**config.mk**
```make
export PLATFORM = sky130hd
export DESIGN_NAME = epi_exec
export DESIGN_NICKNAME = d
export VERILOG_FILES = /design/src/hdl/epi_pkg.sv /design/src/hdl/epi_exec.sv
export SDC_FILE = /design/constraint.sdc
export NUM_CORES = 1
export LEC_CHECK = 0
export BUFFER_PORTS_ARGS = -buffer_cell sky130_fd_sc_hd__buf_2
export CELL_PAD_IN_SITES_DETAIL_PLACEMENT = 2
export CELL_PAD_IN_SITES_GLOBAL_PLACEMENT = 2
export CORE_ASPECT_RATIO = 0.7
export CORE_MARGIN = 10
export CORE_UTILIZATION = 29
export DETAILED_ROUTE_END_ITERATION = 7
export PLACE_DENSITY_LB_ADDON = 0.1
export SLEW_MARGIN = 20
export SYNTH_ARGS = -nofsm -noshare
export SYNTH_HDL_FRONTEND = slang
export SYNTH_SLANG_ARGS = --single-unit
```
**constraint.sdc**
```tcl
create_clock -name mclk -period 4.34 [get_ports mclk]
set_clock_uncertainty 0.2 [all_clocks]
set_input_delay 0.651 -clock mclk [delete_from_list [all_inputs] [get_ports mclk]]
set_output_delay 0.651 -clock mclk [all_outputs]
set_load 0.02 [all_outputs]
```
**src/hdl/epi_pkg.sv**
```systemverilog
// Operation
// - A first word decodes as an extended operation only while the synchronised enable bit is set.
// - Add unsigned 6-bit literal to the selected pointer, write sum back.
// - Pointer field of 3 means add-and-return on the frame pointer.
// - Add-and-return pops the return stack top into the program counter.
// - Add-and-return takes two cycles; the second one is idle.
// - Call via working register pushes program counter plus 2 first.
// - Call via working register loads working register into counter low.
// - Call loads high latch into counter high, upper latch into upper.
// - Call via working register takes two cycles; second one is idle.
// - Call via working register saves no working, status or bank copy.
// - Word 0000 0000 0001 0100 is the call via working register.
// - Move source address is frame pointer plus 7-bit first-word offset.
// - Move destination is 12-bit literal of second word; byte copied.
// - Both move addresses may lie anywhere from 000h to fffh.
// - A move source on an indirect register reads as 00h.
`default_nettype none

package epi_pkg;

  // ---------------------------------------------------------------
  // Instruction cycle phases
  // ---------------------------------------------------------------
  localparam logic [1:0] PH_Q1 = 2'h0;
  localparam logic [1:0] PH_Q2 = 2'h1;
  localparam logic [1:0] PH_Q3 = 2'h2;
  localparam logic [1:0] PH_Q4 = 2'h3;

  // ---------------------------------------------------------------
  // Opcode fields
  // ---------------------------------------------------------------
  localparam logic [7:0] OPC_ADD_PTR = 8'he8;
  localparam logic [7:0] OPC_MOVE_IDX = 8'heb;
  localparam logic [15:0] OPC_CALL_W = 16'h0014;
  localparam logic [3:0] OPC_SECOND_WORD = 4'hf;
  localparam logic [1:0] SEL_FRAME_RET = 2'h3;
  localparam int PTR_SEL_LSB = 6;
  localparam int LIT_WIDTH = 6;
  localparam int OFS_WIDTH = 7;
  localparam int MOVE_KIND_BIT = 7;
  localparam int OPC_HI_LSB = 8;
  localparam int SECOND_TAG_LSB = 12;
  localparam int ADDR_WIDTH = 12;
  localparam int FRAME_IDX = 2;
  localparam logic [20:0] PC_STEP = 21'h2;

  // ---------------------------------------------------------------
  // Reset values
  // ---------------------------------------------------------------
  localparam logic [11:0] PTR_RESET = 12'h000;
  localparam logic [15:0] WORD_RESET = 16'h0000;
  localparam logic [7:0] BYTE_RESET = 8'h00;
  localparam logic [7:0] INDIRECT_READ = 8'h00;

  // ---------------------------------------------------------------
  // Indirect register windows: each base and the four addresses below it
  // ---------------------------------------------------------------
  localparam logic [11:0] IND_TOP0 = 12'hfef;
  localparam logic [11:0] IND_TOP1 = 12'hfe7;
  localparam logic [11:0] IND_TOP2 = 12'hfdf;
  localparam logic [11:0] IND_SPAN = 12'h004;

  // Sequencer states
  typedef enum logic [2:0] {
    ST_EXEC = 3'b001,
    ST_IDLE = 3'b010,
    ST_MOVE2 = 3'b100
  } epi_state_t;

  // Operation carried in the current instruction cycle
  typedef enum logic [6:0] {
    OP_NONE = 7'b0000001,
    OP_ADD_PTR = 7'b0000010,
    OP_ADD_RET = 7'b0000100,
    OP_CALL_W = 7'b0001000,
    OP_MOVE1 = 7'b0010000,
    OP_MOVE2 = 7'b0100000,
    OP_NOP = 7'b1000000
  } epi_op_t;

endpackage : epi_pkg

`default_nettype wire

```
**src/hdl/epi_exec.sv**
```systemverilog
`default_nettype none

module epi_exec
  import epi_pkg::*;
#(
  parameter int PC_WIDTH = 21
) (
  input wire logic mclk,
  input wire logic rst,
  input wire logic extendedSetEnable,
  input wire logic [15:0] instrWord,
  input wire logic [PC_WIDTH-1:0] pcIn,
  input wire logic [7:0] workingRegister,
  input wire logic [7:0] counterHighLatch,
  input wire logic [PC_WIDTH-17:0] counterUpperLatch,
  input wire logic [PC_WIDTH-1:0] topOfReturnStack,
  input wire logic [7:0] dmemRdData,
  output logic claimed,
  output logic [1:0] phase,
  output logic [ADDR_WIDTH-1:0] pointer0,
  output logic [ADDR_WIDTH-1:0] pointer1,
  output logic [ADDR_WIDTH-1:0] framePointer,
  output logic stackPush,
  output logic [PC_WIDTH-1:0] stackPushValue,
  output logic stackPop,
  output logic pcLoad,
  output logic [PC_WIDTH-1:0] pcLoadValue,
  output logic dmemRdEn,
  output logic [ADDR_WIDTH-1:0] dmemRdAddr,
  output logic dmemWrEn,
  output logic [ADDR_WIDTH-1:0] dmemWrAddr,
  output logic [7:0] dmemWrData
);

  // ---------------------------------------------------------------
  // Helpers
  // ---------------------------------------------------------------
  // True when an address falls in one of the indirect windows
  function automatic logic isIndirect(input logic [ADDR_WIDTH-1:0] a);
    isIndirect = ((a <= IND_TOP0) && (a >= IND_TOP0 - IND_SPAN)) ||
                 ((a <= IND_TOP1) && (a >= IND_TOP1 - IND_SPAN)) ||
                 ((a <= IND_TOP2) && (a >= IND_TOP2 - IND_SPAN));
  endfunction : isIndirect

  // Classify a first word of an instruction
  function automatic epi_op_t decodeFirst(input logic [15:0] w);
    if (w == OPC_CALL_W) begin
      decodeFirst = OP_CALL_W;
    end else if (w[15:OPC_HI_LSB] == OPC_ADD_PTR) begin
      if (w[PTR_SEL_LSB+1:PTR_SEL_LSB] == SEL_FRAME_RET) begin
        decodeFirst = OP_ADD_RET;
      end else begin
        decodeFirst = OP_ADD_PTR;
      end
    end else if (w[15:OPC_HI_LSB] == OPC_MOVE_IDX && !w[MOVE_KIND_BIT]) begin
      decodeFirst = OP_MOVE1;
    end else begin
      decodeFirst = OP_NONE;
    end
  endfunction : decodeFirst

  // ---------------------------------------------------------------
  // Storage
  // ---------------------------------------------------------------
  logic enableMeta_r;
  logic enable_r;
  logic [1:0] phase_r;
  epi_state_t state_r;
  epi_op_t op_r;
  logic [15:0] word_r;
  logic [ADDR_WIDTH-1:0] ptr_r [3];
  logic [7:0] moveData_r;
  logic stackPush_r;
  logic [PC_WIDTH-1:0] stackPushValue_r;
  logic stackPop_r;
  logic pcLoad_r;
  logic [PC_WIDTH-1:0] pcLoadValue_r;
  logic dmemRdEn_r;
  logic [ADDR_WIDTH-1:0] dmemRdAddr_r;
  logic dmemWrEn_r;
  logic [ADDR_WIDTH-1:0] dmemWrAddr_r;
  logic [1:0] ptrSel;
  logic [ADDR_WIDTH-1:0] literalExt;

  assign ptrSel = word_r[PTR_SEL_LSB+1:PTR_SEL_LSB];
  assign literalExt = {{(ADDR_WIDTH-LIT_WIDTH){1'b0}},
                       word_r[LIT_WIDTH-1:0]};

  // ---------------------------------------------------------------
  // Enable bit and phase counter
  // ---------------------------------------------------------------
  // Config bit comes from fuse logic; synchronised to be safe
  always_ff @(posedge mclk or posedge rst) begin
    if (rst) begin
      enableMeta_r <= 1'b0;
      enable_r <= 1'b0;
    end else begin
      enableMeta_r <= extendedSetEnable;
      enable_r <= enableMeta_r;
    end
  end

  // Four clocks make one instruction cycle, free running
  always_ff @(posedge mclk or posedge rst) begin
    if (rst) begin
      phase_r <= PH_Q1;
    end else begin
      phase_r <= phase_r + 2'h1;
    end
  end

  // ---------------------------------------------------------------
  // Decode at the end of Q1
  // ---------------------------------------------------------------
  always_ff @(posedge mclk or posedge rst) begin
    if (rst) begin
      word_r <= WORD_RESET;
      op_r <= OP_NONE;
    end else if (phase_r == PH_Q1) begin
      word_r <= instrWord;
      case (state_r)
        ST_IDLE: op_r <= OP_NOP;
        ST_MOVE2: begin
          // A malformed second word is dropped as a no-operation
          if (instrWord[15:SECOND_TAG_LSB] == OPC_SECOND_WORD) begin
            op_r <= OP_MOVE2;
          end else begin
            op_r <= OP_NOP;
          end
        end
        default: op_r <= enable_r ? decodeFirst(instrWord) : OP_NONE;
      endcase
    end
  end

  // Sequencer advances at the end of Q4
  always_ff @(posedge mclk or posedge rst) begin
    if (rst) begin
      state_r <= ST_EXEC;
    end else if (phase_r == PH_Q4) begin
      case (op_r)
        OP_ADD_RET: state_r <= ST_IDLE;
        OP_CALL_W: state_r <= ST_IDLE;
        OP_MOVE1: state_r <= ST_MOVE2;
        default: state_r <= ST_EXEC;
      endcase
    end
  end

  // ---------------------------------------------------------------
  // Pointer update in Q4; only the pointer changes, never flags
  // ---------------------------------------------------------------
  for (genvar i = 0; i < 3; i++) begin : gPtr
    always_ff @(posedge mclk or posedge rst) begin
      if (rst) begin
        ptr_r[i] <= PTR_RESET;
      end else if (phase_r == PH_Q4) begin
        if (op_r == OP_ADD_PTR && ptrSel == 2'(i)) begin
          ptr_r[i] <= ptr_r[i] + literalExt;
        end else if (op_r == OP_ADD_RET && i == FRAME_IDX) begin
          ptr_r[i] <= ptr_r[i] + literalExt;
        end
      end
    end
  end

  // ---------------------------------------------------------------
  // Return stack and program counter strobes
  // ---------------------------------------------------------------
  // Push lands in Q3; only the return address goes, no shadow copies
  always_ff @(posedge mclk or posedge rst) begin
    if (rst) begin
      stackPush_r <= 1'b0;
      stackPushValue_r <= '0;
    end else begin
      stackPush_r <= (phase_r == PH_Q2) && (op_r == OP_CALL_W);
      if (phase_r == PH_Q2 && op_r == OP_CALL_W) begin
        stackPushValue_r <= pcIn + PC_STEP[PC_WIDTH-1:0];
      end
    end
  end

  // Counter load and pop in Q4, alongside the pointer add
  always_ff @(posedge mclk or posedge rst) begin
    if (rst) begin
      pcLoad_r <= 1'b0;
      stackPop_r <= 1'b0;
      pcLoadValue_r <= '0;
    end else begin
      pcLoad_r <= (phase_r == PH_Q3) &&
                  (op_r == OP_ADD_RET || op_r == OP_CALL_W);
      stackPop_r <= (phase_r == PH_Q3) && (op_r == OP_ADD_RET);
      if (phase_r == PH_Q3 && op_r == OP_ADD_RET) begin
        pcLoadValue_r <= topOfReturnStack;
      end else if (phase_r == PH_Q3 && op_r == OP_CALL_W) begin
        // Old low byte is simply overwritten
        pcLoadValue_r <= {counterUpperLatch, counterHighLatch,
                          workingRegister};
      end
    end
  end

  // ---------------------------------------------------------------
  // Indexed to file move
  // ---------------------------------------------------------------
  // Source address is formed in Q2 so the read can sit in Q4
  always_ff @(posedge mclk or posedge rst) begin
    if (rst) begin
      dmemRdEn_r <= 1'b0;
      dmemRdAddr_r <= PTR_RESET;
    end else begin
      dmemRdEn_r <= (phase_r == PH_Q3) && (op_r == OP_MOVE1);
      if (phase_r == PH_Q2 && op_r == OP_MOVE1) begin
        // Wraps within 12 bits, so any address is reachable
        dmemRdAddr_r <= ptr_r[FRAME_IDX] +
                        {{(ADDR_WIDTH-OFS_WIDTH){1'b0}},
                         word_r[OFS_WIDTH-1:0]};
      end
    end
  end

  // Read data is taken at the end of Q4 of the first cycle
  always_ff @(posedge mclk or posedge rst) begin
    if (rst) begin
      moveData_r <= BYTE_RESET;
    end else if (dmemRdEn_r && phase_r == PH_Q4) begin
      moveData_r <= isIndirect(dmemRdAddr_r) ? INDIRECT_READ
                                             : dmemRdData;
    end
  end

  // Destination write in Q4 of the second cycle
  always_ff @(posedge mclk or posedge rst) begin
    if (rst) begin
      dmemWrEn_r <= 1'b0;
      dmemWrAddr_r <= PTR_RESET;
    end else begin
      dmemWrEn_r <= (phase_r == PH_Q3) && (op_r == OP_MOVE2);
      if (phase_r == PH_Q2 && op_r == OP_MOVE2) begin
        // Counter low and stack top bytes are not guarded here
        dmemWrAddr_r <= word_r[ADDR_WIDTH-1:0];
      end
    end
  end

  // ---------------------------------------------------------------
  // Outputs
  // ---------------------------------------------------------------
  assign claimed = (op_r != OP_NONE);
  assign phase = phase_r;
  assign pointer0 = ptr_r[0];
  assign pointer1 = ptr_r[1];
  assign framePointer = ptr_r[FRAME_IDX];
  assign stackPush = stackPush_r;
  assign stackPushValue = stackPushValue_r;
  assign stackPop = stackPop_r;
  assign pcLoad = pcLoad_r;
  assign pcLoadValue = pcLoadValue_r;
  assign dmemRdEn = dmemRdEn_r;
  assign dmemRdAddr = dmemRdAddr_r;
  assign dmemWrEn = dmemWrEn_r;
  assign dmemWrAddr = dmemWrAddr_r;
  assign dmemWrData = moveData_r;

endmodule : epi_exec

`default_nettype wire

```
# ---- Yosys cells after proc, flatten, opt, wreduce, memory -nomap -nowiden
# Index checks and enable logic that the tools add are counted.
dict set report classes {
  n_addsub 6
  mul 0
  n_div 0
  magnitude_cmp 6
  n_eq_ne 18
  n_shift 0
  n_mux 13
  n_bitwise 0
  n_reduce_logical 28
}
# operator count
set ops {}
lappend ops {{$mux W21} 2}
lappend ops {{$add A12 B6 Y12} 3}
lappend ops {{$ge A12 B12 Y1 const B} 3}
lappend ops {{$le A12 B12 Y1 const B} 3}
lappend ops {{$mux W7} 4}
lappend ops {{$mux W12} 2}
lappend ops {{$add A21 B2 Y21 const B} 1}
lappend ops {{$eq A16 B5 Y1 const B} 1}
lappend ops {{$eq A8 B8 Y1 const B} 2}
lappend ops {{$logic_and A1 B1 Y1} 16}
lappend ops {{$pmux W7 S2} 1}
lappend ops {{$add A12 B7 Y12} 1}
lappend ops {{$eq A2 B2 Y1 const B} 4}
lappend ops {{$mux W8} 1}
lappend ops {{$eq A7 B2 Y1 const B} 1}
lappend ops {{$eq A7 B3 Y1 const B} 1}
lappend ops {{$eq A7 B4 Y1 const B} 1}
lappend ops {{$eq A7 B5 Y1 const B} 1}
lappend ops {{$eq A7 B6 Y1 const B} 1}
lappend ops {{$ne A7 B1 Y1 const B} 1}
lappend ops {{$pmux W3 S2} 1}
lappend ops {{$reduce_and A2 Y1} 3}
lappend ops {{$mux W5} 1}
lappend ops {{$eq A2 B1 Y1 const B} 2}
lappend ops {{other kinds (10)} 14}
dict set report totals {
  reg_bits 141
  latchBits 0
  ramBits 0
  mem_bits_ro 0
  elab_cells 90
  mem_count 0
}

# ---- Longest topological paths before layout
# Gate-level depths: netlist (run 1).
dict set report logic_depth {
  ltp_word 7
  depth_mapped 7
  ltp_nobuf 7
}

# ---- Worst setup path after synthesis (run 1)
# OpenSTA, ideal clock, no wires.
dict set report synth_path {
  path_kind {reg-to-reg}
  startpoint {register ptr_r, in the netlist framePointer[0]}
  endpoint {register dmemRdAddr_r[6], in the netlist dmemRdAddr[6]}
  t_arrival_ns 1.873
  required_time_ns 4.004
  slack_ns 2.132
  path_stages_with_launch 8
  path_cell_list {dfrtp_1 ha_1 fa_1 a21o_1 nor2b_1 o31a_1 xnor2_1 o21ai_0}
}
dict set report synth_via {
  elab_chain_cells 1
}
# item line_no
set synth_lines {}
lappend synth_lines {{start: declaration} epi_exec.sv:71} ;# logic [ADDR_WIDTH-1:0] ptr_r [3];
lappend synth_lines {{start signal: indexed assignment} epi_exec.sv:159} ;# ptr_r[i] <= ptr_r[i] + literalExt;
lappend synth_lines {{start signal: indexed assignment} epi_exec.sv:161} ;# ptr_r[i] <= ptr_r[i] + literalExt;
lappend synth_lines {{$add A12 B7 Y12} epi_exec.sv:215} ;# dmemRdAddr_r <= ptr_r[FRAME_IDX] +
lappend synth_lines {{end signal: assignment} epi_exec.sv:215}
lappend synth_lines {{end: declaration} epi_exec.sv:79} ;# logic [ADDR_WIDTH-1:0] dmemRdAddr_r;
# Every way passes these cells.
# A chain may end at the register's enable or synchronous reset.

# ---- Final worst setup path (run 1)
dict set report layout_path {
  startpoint {register op_r[4]}
  endpoint {register pcLoadValue_r[15], in the netlist pcLoadValue[15]}
}
dict set report layout_via {
  elab_chain_cells 3
  elab_cells_between_ends 6
}
# item line_no
set layout_lines {}
lappend layout_lines {{start: declaration} epi_exec.sv:69} ;# epi_op_t op_r;
lappend layout_lines {{start signal: assignment} epi_exec.sv:131} ;# default: op_r <= enable_r ? decodeFirst(instrWord) : OP_NONE;
lappend layout_lines {{$eq A7 B3 Y1 / $eq A7 B4 Y1 (equally long branches)} {epi_exec.sv:193, epi_exec.sv:195}}
lappend layout_lines {{$logic_and A1 B1 Y1, on equally long branches} {epi_exec.sv:193, epi_exec.sv:195}}
lappend layout_lines {{$mux W21 / $reduce_bool A2 Y1 (equally long branches)} --}
lappend layout_lines {{end signal: assignment} epi_exec.sv:194} ;# pcLoadValue_r <= topOfReturnStack;
lappend layout_lines {{end signal: assignment} epi_exec.sv:197} ;# pcLoadValue_r <= {counterUpperLatch, counterHighLatch,
lappend layout_lines {{end: declaration} epi_exec.sv:77} ;# logic [PC_WIDTH-1:0] pcLoadValue_r;
# Several ways; a longest one is shown, not always the timed one.

==> results of run 1 <==
cell families after synthesis:
group	Yosys count	synth area share (%)
AOI/OAI and AO/OA	140	12.8
xor gates and xnor gates	55	6.97
adders and majority gates	27	5.21
buffers and inverters	57	3.62
DFF	141	51.1
and+or+nand+nor	161	13.1
muxes	44	7.24
stage by stage:
| stage | setup slack, ps | area [um2] | cells | power, W |
|---|---|---|---|---|
| after floorplan | 1730 | 6920 | 625 | 0.00141 |
| after global placement | 1650 | 8260 | 1129 | 0.00149 |
| after detailed placement | 1600 | 8260 | 1129 | 0.00149 |
| after CTS | 1600 | 8900 | 1161 | 0.00313 |
| after global routing | 1420 | 8910 | 1162 | 0.00321 |
| final | 1630 | 8910 | 1162 | 0.00308 |
area by class of cell:
class                   instances  share of cell area (%)
clock buffers                  19                    5.09
diodes                          1                  0.0281
inverters                      34                    1.48
multi-input cells             427                    35.2
repair buffers                209                    11.9
clock inverters                13                    2.12
well taps                     318                    4.47
flip-flops and latches        141                    39.6
power by group through the flow:
stage / Clock, W / Sequential, W / Combinational, W
floorplan: 0 / 0.00135 / 0.0000587
global placement: 0 / 0.00136 / 0.000130
detailed placement: 0 / 0.00136 / 0.000135
CTS: 0.00166 / 0.00133 / 0.000136
global route: 0.00172 / 0.00133 / 0.000150
finish: 0.00161 / 0.00133 / 0.000131
state kept, by name, summed over array words and instances (netlist names), 7 cells and up:
register	count
pcLoadValue	21
dmemRdAddr	12
dmemWrData	8
word_r	12
op_r	7
framePointer	12
stackPushValue	21
pointer1	12
pointer0	12
dmemWrAddr	12
worst max path at each step:
stage | start | endpoint | slack (ps) | cells after the start
5_1_grt | op_r[4] | pcLoadValue[15] | 1420 | 5
3_3_place_gp | op_r[4] | pcLoadValue[1] | 1650 | 5
6_report | op_r[4] | pcLoadValue[15] | 1630 | 5
4_1_cts | op_r[4] | pcLoadValue[15] | 1600 | 5
2_1_floorplan | rst | dmemRdAddr[0] | 1730 | 1
3_5_place_dp | op_r[4] | pcLoadValue[15] | 1600 | 5
layout by cell type, fill, tap and decap left out, types with 14 or more instances in the layout:
cell type  count
nand4_1       14
xor2_1        32
clkbuf_16     17
mux2_2        40
inv_1         33
dfrtp_1      139
buf_2        207
ha_1          24
o21ai_0       40
o221ai_1      21
nand2_1       45
a21oi_1       32
nor2_1        32
xnor2_1       23
worst max-delay path: stages (launching register included):
cell and delay, ps:
dfrtp_1 420, or3_4 460, nor4b_2 350, and2_1 770, o221ai_1 280, o21ai_0 140
layer usage:
metal	global-route usage, %	vias to the layer above	wire, um
met5	0	-	0
met4	4.21	0	272
met3	5.06	17	1220
met2	26.0	109	11700
met1	19.7	2871	10800
li1	-	2647	-
==> flow_summary.json, run 1 <==
{
  "critical_path_required_ps": 4480,
  "p_sw_w": 0.000707,
  "r2r_start": "op_r[4]",
  "syn_inst": 625,
  "wl_per_cell_um": 20.6,
  "min_path_cells": 1,
  "worst_ep_arrival_time_ps": 2850,
  "setup_viol": 0,
  "grt_max_degree": 142,
  "synth.area.top_cells": "dfrtp_1 50%, mux2_2 6.5%, ha_1 4.3%, xor2_1 4.1%, xnor2_1 2.9%",
  "grt_overflow": 0,
  "dr.pass1.iters": 4,
  "syn_avg_cell_area_um2": 11.1,
  "max_slew.worst_pin.slew_ps": 938,
  "grt_pass1_wl_um": 37800,
  "nets": 947,
  "maxSlewViolCount": 0,
  "synth_edf_count": 0,
  "combPwrFrac_pct": 4.3,
  "drive_above_1_share_pct": 35.5,
  "p_seq_share_pct": 43.3,
  "ys_warn_count": 0,
  "gp_congestion": 0.774,
  "clkPwrFrac_pct": 52.5,
  "yosysUniqueCellTypes": 55,
  "first_iter_violations": 227,
  "yosysTopAreaCell": "dfrtp_1",
  "synthArstFlopShare_pct": 100,
  "avgViaCountPerCell": 4.86,
  "n_fill_cell": 2547,
  "powerDensity_nw_per_um2": 346,
  "drc": 0,
  "hold_viol": 0,
  "r2r_end": "pcLoadValue[15]",
  "critPathLaunchType": "flop",
  "leakage_nw": 4.37,
  "ant_nets": 0,
  "min_to": "enableMeta_r",
  "hold_slack_ps": 131,
  "cts_tree": "built",
  "cts_buffers": 17,
  "tns_ps": 0,
  "min_from": "extendedSetEnable",
  "final_util_pct": 37.9,
  "internal_power_w": 0.00237,
  "period_share_pct": 62.5,
  "cts_resized": 0,
  "ir_worst_vdd_v": 0.000243,
  "multi_input_area_um2": 3140,
  "r2r_setup_slack_ps": 1630,
  "htree_levels": 4,
  "grt_pass1_vias": 6365,
  "postCtsSetupRepairBufs": 0,
  "switching_share_pct": 23.0,
  "ys_seq_elements": 141,
  "core_area_um2": 23500,
  "start_util_pct": 29.4,
  "reg2reg_depth": 5,
  "syn-cell-area_um2": 6910,
  "wirelength_um": 24000,
  "track_usage_pct": 15.8,
  "relSlewSlack_pct": 37.5,
  "synth_top_flop_cell": "dfrtp_1",
  "ys_seq_area_share_pct": 51.1,
  "maxCapViolCount": 0,
  "die_area_um2": 30500,
  "antenna_found_initial": 2,
  "seqCellArea_um2": 3530,
  "die_w_um": 205,
  "clkSinkCount": 141,
  "synth_most_common_cell": "dfrtp_1",
  "portBuffers": 207,
  "synth_nets": 742,
  "timing.fmax_mhz": 369,
  "cts.path.max_buffers": 2,
  "worstSetupPathType": "flop to flop",
  "fin_crit_ps": 2710,
  "clock_latency_ps": 430,
  "hp-class": "input port to flop",
  "hold_buffers": 0,
  "dp_hpwl_um": 18100,
  "yosys.area.top_type_share_pct": 50.3,
  "via_count": 5644,
  "path_clk_slew_ps": 60,
  "synth_commonest_cells": "139 x dfrtp_1, 45 x nand2_1, 40 x mux2_2, 40 x o21ai_0, 34 x inv_1",
  "area_growth_pct": 28.8,
  "cp_max_fo": 22,
  "die_h_um": 149,
  "status": "completed",
  "endpoint_kind": "flop",
  "io_pins": 208,
  "cts_root_buf": "clkbuf_16",
  "grt_setup_unrepaired": "false",
  "std_cell_rows": 47
}
(Power assumes the default switching activity.)
==> run 2: changes to the inputs <==
- ABC_AREA: unset -> 1
- CORE_UTILIZATION: 29 -> 27
- clock period: 4.34 -> 2.3 ns (I/O delays scaled with it)
==> run 2 against run 1 <==
Count of clock-buffer cells in the layout shrank 1. Via count increased by 36%. Die area up 17%. Global-route usage is 1.1 points higher. Sequential cell count unchanged. Non-clock buffer count increased by 60. Combinational power grew to 2.9 times the previous value. Sequential share of layout area shrank 5.7 points. Largest cell class is now multi-input gates. Largest power group unchanged. Highest routed layer unchanged.
==> flow_summary.json, run 2 <==
{
  "hold_viol": 0,
  "ant_nets": 0,
  "cts_root_buf": "clkbuf_16",
  "track_usage_pct": 17.0,
  "yosys.area.top_type_share_pct": 45.1,
  "hold_slack_ps": 19.8,
  "tns_ps": 0,
  "timing.fmax_mhz": 478,
  "htree_levels": 4,
  "nets": 1397,
  "dp_slack_ps": 136,
  "grt_max_degree": 74,
  "area_growth_pct": 34.6,
  "wl_per_cell_um": 18.2,
  "yosysTopAreaCell": "dfrtp_1",
  "critPathLaunchType": "flop",
  "syn-cell-area_um2": 7710,
  "dp_hpwl_um": 23400,
  "synth_nets": 1131,
  "dr.pass1.iters": 4,
  "worstSetupPathType": "flop to flop",
  "maxSlewViolCount": 0,
  "critical_path_required_ps": 2410,
  "ys_seq_area_share_pct": 45.8,
  "path_buf_inv": 0,
  "cts_buffers": 17,
  "io_pins": 208,
  "ys_seq_elements": 141,
  "first_iter_violations": 384,
  "postCtsSetupRepairBufs": 0,
  "core_area_um2": 27900,
  "synth_edf_count": 0,
  "yosysUniqueCellTypes": 39,
  "portBuffers": 207,
  "status": "completed",
  "die_area_um2": 35800,
  "clock_latency_ps": 440,
  "setup_viol": 0,
  "max_slew.worst_pin.slew_ps": 555,
  "crit_path_max_incr_delay_ps": 430,
  "drive_above_1_share_pct": 22.6,
  "drc": 0,
  "grt_overflow": 0,
  "worst_ep_arrival_time_ps": 2200,
  "grt_pass1_vias": 8467,
  "cp_max_fo": 4,
  "syn_inst": 1014,
  "layout_common_cells": "394 x nand2_1, 207 x buf_2, 139 x dfrtp_1",
  "synth_top_flop_cell": "dfrtp_1",
  "avgViaCountPerCell": 4.61,
  "synth_commonest_cells": "394 x nand2_1, 139 x dfrtp_1, 123 x inv_1",
  "synthArstFlopShare_pct": 100,
  "ir_worst_vdd_v": 0.000426,
  "synth_most_common_cell": "nand2_1",
  "grt_pass1_wl_um": 48700,
  "hp-class": "input port to flop",
  "antenna_found_initial": 0,
  "period_share_pct": 91.0,
  "syn_avg_cell_area_um2": 7.61,
  "die_h_um": 161,
  "endpoint_kind": "flop",
  "cts.path.max_buffers": 2,
  "wirelength_um": 30300,
  "ys_warn_count": 0,
  "gp_congestion": 0.807,
  "layout_setup_ws_ps": 207,
  "final_common_cell": "nand2_1",
  "die_w_um": 222,
  "clkSinkCount": 141,
  "start_util_pct": 27.6,
  "slowest_stage": "dfrtp_1",
  "path_clk_slew_ps": 70,
  "critical_path.top_delay_family": "adder cells",
  "synth.area.top_cells": "dfrtp_1 45%, nand2_1 19%, inv_1 6.0%, ha_1 3.9%, nand3_1 3.6%",
  "via_count": 7670,
  "maxCapViolCount": 0,
  "cts_tree": "built",
  "leakage_nw": 5.50,
  "fin_crit_ps": 2090,
  "path_cells": "ha_1 -> fa_2 -> nand2_1 -> nand3_1 -> nand3_1 -> nand2_1 -> o21ai_0 -> o21ai_0",
  "powerDensity_nw_per_um2": 587,
  "std_cell_rows": 51,
  "grt_setup_unrepaired": "false",
  "relSlewSlack_pct": 63.0,
  "diodes": 0
}
[run 2: final timing paths]
path                                    from                end  slack (ps)  cells after the start
max in group asynchronous                rst            op_r[0]        1140                      4
worst max-delay path               word_r[0]      dmemRdAddr[8]         210                      8
worst min register to register  enableMeta_r           enable_r         180                      0
min in group asynchronous                rst    pcLoadValue[12]         400                      4
worst max register to register     word_r[0]      dmemRdAddr[8]         210                      8
worst min-delay path                 pcIn[8]  stackPushValue[8]          20                      3
[run 2: power breakdown]
part	internal (W)	switching, W
sequential	0.00249	0.0000173
combinational	0.000167	0.000214
clock	0.00198	0.00122
[run 2: metal layers]
| metal | routed length, um | vias to the layer above | GRT usage (%) |
|---|---|---|---|
| met4 | 354 | 0 | 3.98 |
| met5 | 0 | - | 0 |
| met2 | 13800 | 131 | 26.4 |
| li1 | - | 3745 | - |
| met3 | 1200 | 18 | 4.33 |
| met1 | 14900 | 3776 | 23.1 |
[run 2: kinds of logic after synthesis]
logic type,count (synthesis),synth area share [%]
flip-flops,141,45.8
XOR/XNOR,26,2.95
AND/OR/NAND/NOR,552,29.8
buffers and inverters,152,8.04
AO/OA/AOI/OAI,116,8.73
adder cells (fa/ha/maj),27,4.67
[run 2: through the flow]
step / cell area, um2 / power, W / instances / utilization (%)
detailed placement: 9260 / 0.00288 / 1587 / 33.1
CTS: 10400 / 0.00619 / 1664 / 37.2
finish: 10400 / 0.00609 / 1664 / 37.2
global route: 10400 / 0.00637 / 1664 / 37.2
global placement: 9260 / 0.00287 / 1587 / 33.1
floorplan: 7720 / 0.00270 / 1014 / -
[run 2: timing repair]
item,in CTS,in global routing
hold endpoints to repair,183,0
endpoints found under the setup margin,0,2
gates resized for setup,0,2
hold buffers,45,0
[run 2: cell type report]
cell class	count	area [um2]
clock buffers	18	439
clock inverters	14	231
fillers	3291	17600
inverters	130	492
multi-input cells	721	3570
flip-flops and latches	141	3530
well taps	371	464
repair buffers	269	1660
[run 2: worst min-delay path, cell delays in order]
cell	delay [ps]
buf_2	110
xnor2_1	110
o21ai_1	60
==> run 3: changes to the inputs <==
- ABC_AREA: 1 -> unset
- CORE_UTILIZATION: 27 -> 29
- PLACE_DENSITY: unset -> 0.86
- PLACE_DENSITY_LB_ADDON: 0.1 -> unset
==> run 3 against run 2 <==
Non-clock buffer count down 13. Final cell count down 27%. Critical path depth decreased by 1. Sequential power hardly changed. Critical path type unchanged. Largest power group unchanged.
==> flow_summary.json, run 3 (same netlist as run 1, synthesis figures left out) <==
{
  "status": "completed",
  "dr.pass1.iters": 6,
  "ant_nets": 0,
  "leakage_nw": 4.60,
  "worst_ep_arrival_time_ps": 2370,
  "postCtsSetupRepairBufs": 0,
  "die_w_um": 205,
  "cp_max_fo": 5,
  "internal_power_w": 0.00458,
  "htree_levels": 4,
  "combPwrFrac_pct": 5.2,
  "setup_viol": 0,
  "max_slew.worst_pin.slew_ps": 528,
  "io_pins": 208,
  "cts_root_buf": "clkbuf_16",
  "multi_input_area_um2": 3250,
  "fin_crit_ps": 2270,
  "hold_slack_ps": 15.4,
  "via_count": 5924,
  "start_util_pct": 29.4,
  "die_area_um2": 30500,
  "hp-class": "input port to flop",
  "portBuffers": 207,
  "dp_hpwl_um": 19000,
  "critical_path_required_ps": 2410,
  "period_share_pct": 98.5,
  "path_clk_slew_ps": 60,
  "endpoint_kind": "flop",
  "area_growth_pct": 37.4,
  "grt_overflow": 0,
  "layout_setup_ws_ps": 33.9,
  "maxCapViolCount": 0,
  "p_sw_w": 0.00138,
  "final_common_cell": "buf_2",
  "wirelength_um": 25500,
  "grt_pass1_wl_um": 39600,
  "n_fill_cell": 2543,
  "clkSinkCount": 141,
  "timing.fmax_mhz": 441,
  "dp_slack_ps": -71.4,
  "p_seq_share_pct": 42.0,
  "die_h_um": 149,
  "drc": 0,
  "powerDensity_nw_per_um2": 628,
  "drive_above_1_share_pct": 38.9,
  "grt_pass1_vias": 6764,
  "wl_per_cell_um": 21.1,
  "antenna_found_initial": 1,
  "std_cell_rows": 47,
  "switching_share_pct": 23.2,
  "track_usage_pct": 16.5,
  "grt_setup_unrepaired": "true",
  "cts_buffers": 17,
  "layout_common_cells": "207 x buf_2, 136 x dfrtp_1, 45 x nand2_1",
  "first_iter_violations": 181,
  "critPathLaunchType": "flop",
  "core_area_um2": 23500,
  "nets": 994,
  "total_power_w": 0.00597,
  "cts.path.max_buffers": 2,
  "grt_max_degree": 73,
  "clkPwrFrac_pct": 52.8,
  "relSlewSlack_pct": 64.6,
  "worstSetupPathType": "flop to flop",
  "cts_tree": "built",
  "ir_worst_vdd_v": 0.000467,
  "maxSlewViolCount": 0,
  "gp_congestion": 0.829,
  "tns_ps": 0,
  "hold_viol": 0,
  "clock_latency_ps": 420,
  "avgViaCountPerCell": 4.90,
  "seqCellArea_um2": 3530
}
## run 3: changes by cell type in the layout (fill, tap and decap cells not counted), moves of 9 or more
cell           previous run  this run
mux2_2                    0        40
nand2_1                 394        45
a21oi_1                   5        28
o211ai_1                 22         6
xor2_1                    9        32
nor2_1                   47        32
o21ai_1                  21        12
o21ai_0                  53        38
nand3_1                  55        11
o221ai_1                  0        21
dlygate4sd3_1            45        23
inv_1                   122        33
## run 3: power by group through the flow
stage          clock network (W)  registers [W]  logic [W]
3_3_place_gp                   0        0.00255   0.000258
2_1_floorplan                  0        0.00255   0.000111
6_report                 0.00315        0.00251   0.000308
5_1_grt                  0.00336        0.00251   0.000344
3_5_place_dp                   0        0.00255   0.000272
4_1_cts                  0.00323        0.00251   0.000308
## run 3: per-stage QoR
stage	std cells	utilization (%)	cell area [um2]
finish	1209	40.4	9500
global route	1209	40.4	9500
CTS	1208	40.1	9420
detailed placement	1153	36.1	8490
global placement	1153	36.1	8490
floorplan	625	-	6920
## run 3: final cells by class
type / instances / area share, %
antenna: 1 / 0.0263
tap: 318 / 4.19
clock buffer: 17 / 4.48
inverter: 34 / 1.38
timing repair buffer: 256 / 16.0
clock inverter: 15 / 2.45
sequential: 141 / 37.2
multi-input combinational: 427 / 34.2
## run 3: what timing repair did
| item | CTS | global route |
|---|---|---|
| gates resized for setup | 12 | 17 |
| pin swaps | 3 | 9 |
| endpoints found under the setup margin | 16 | 48 |
| hold endpoints to repair | 161 | 0 |
| hold buffers | 23 | 0 |
## run 3: final timing paths
check                                         from             end  slack (ps)  depth (start not counted)
max in group asynchronous                      rst      state_r[0]        1090                          4
worst max-delay path                     word_r[0]   dmemRdAddr[6]          30                          7
worst max register to register           word_r[0]   dmemRdAddr[6]          30                          7
worst min-delay path            workingRegister[3]  pcLoadValue[3]          20                          3
worst min register to register        enableMeta_r        enable_r         150                          0
min in group asynchronous                      rst   dmemWrData[5]         390                          4
## run 3: critical path, stage by stage (launching register included)
cell	delay (ps)
dfrtp_2	460
ha_4	180
fa_2	360
a21o_1	230
nor2b_4	150
o31a_1	320
xnor2_2	170
o21ai_1	70
## run 3: layer usage
layer	global-route usage [%]	vias up	wire, um
met5	0	-	0
met4	4.69	0	420
met3	4.10	26	1040
met2	27.4	127	12500
met1	20.7	3028	11600
li1	-	2743	-
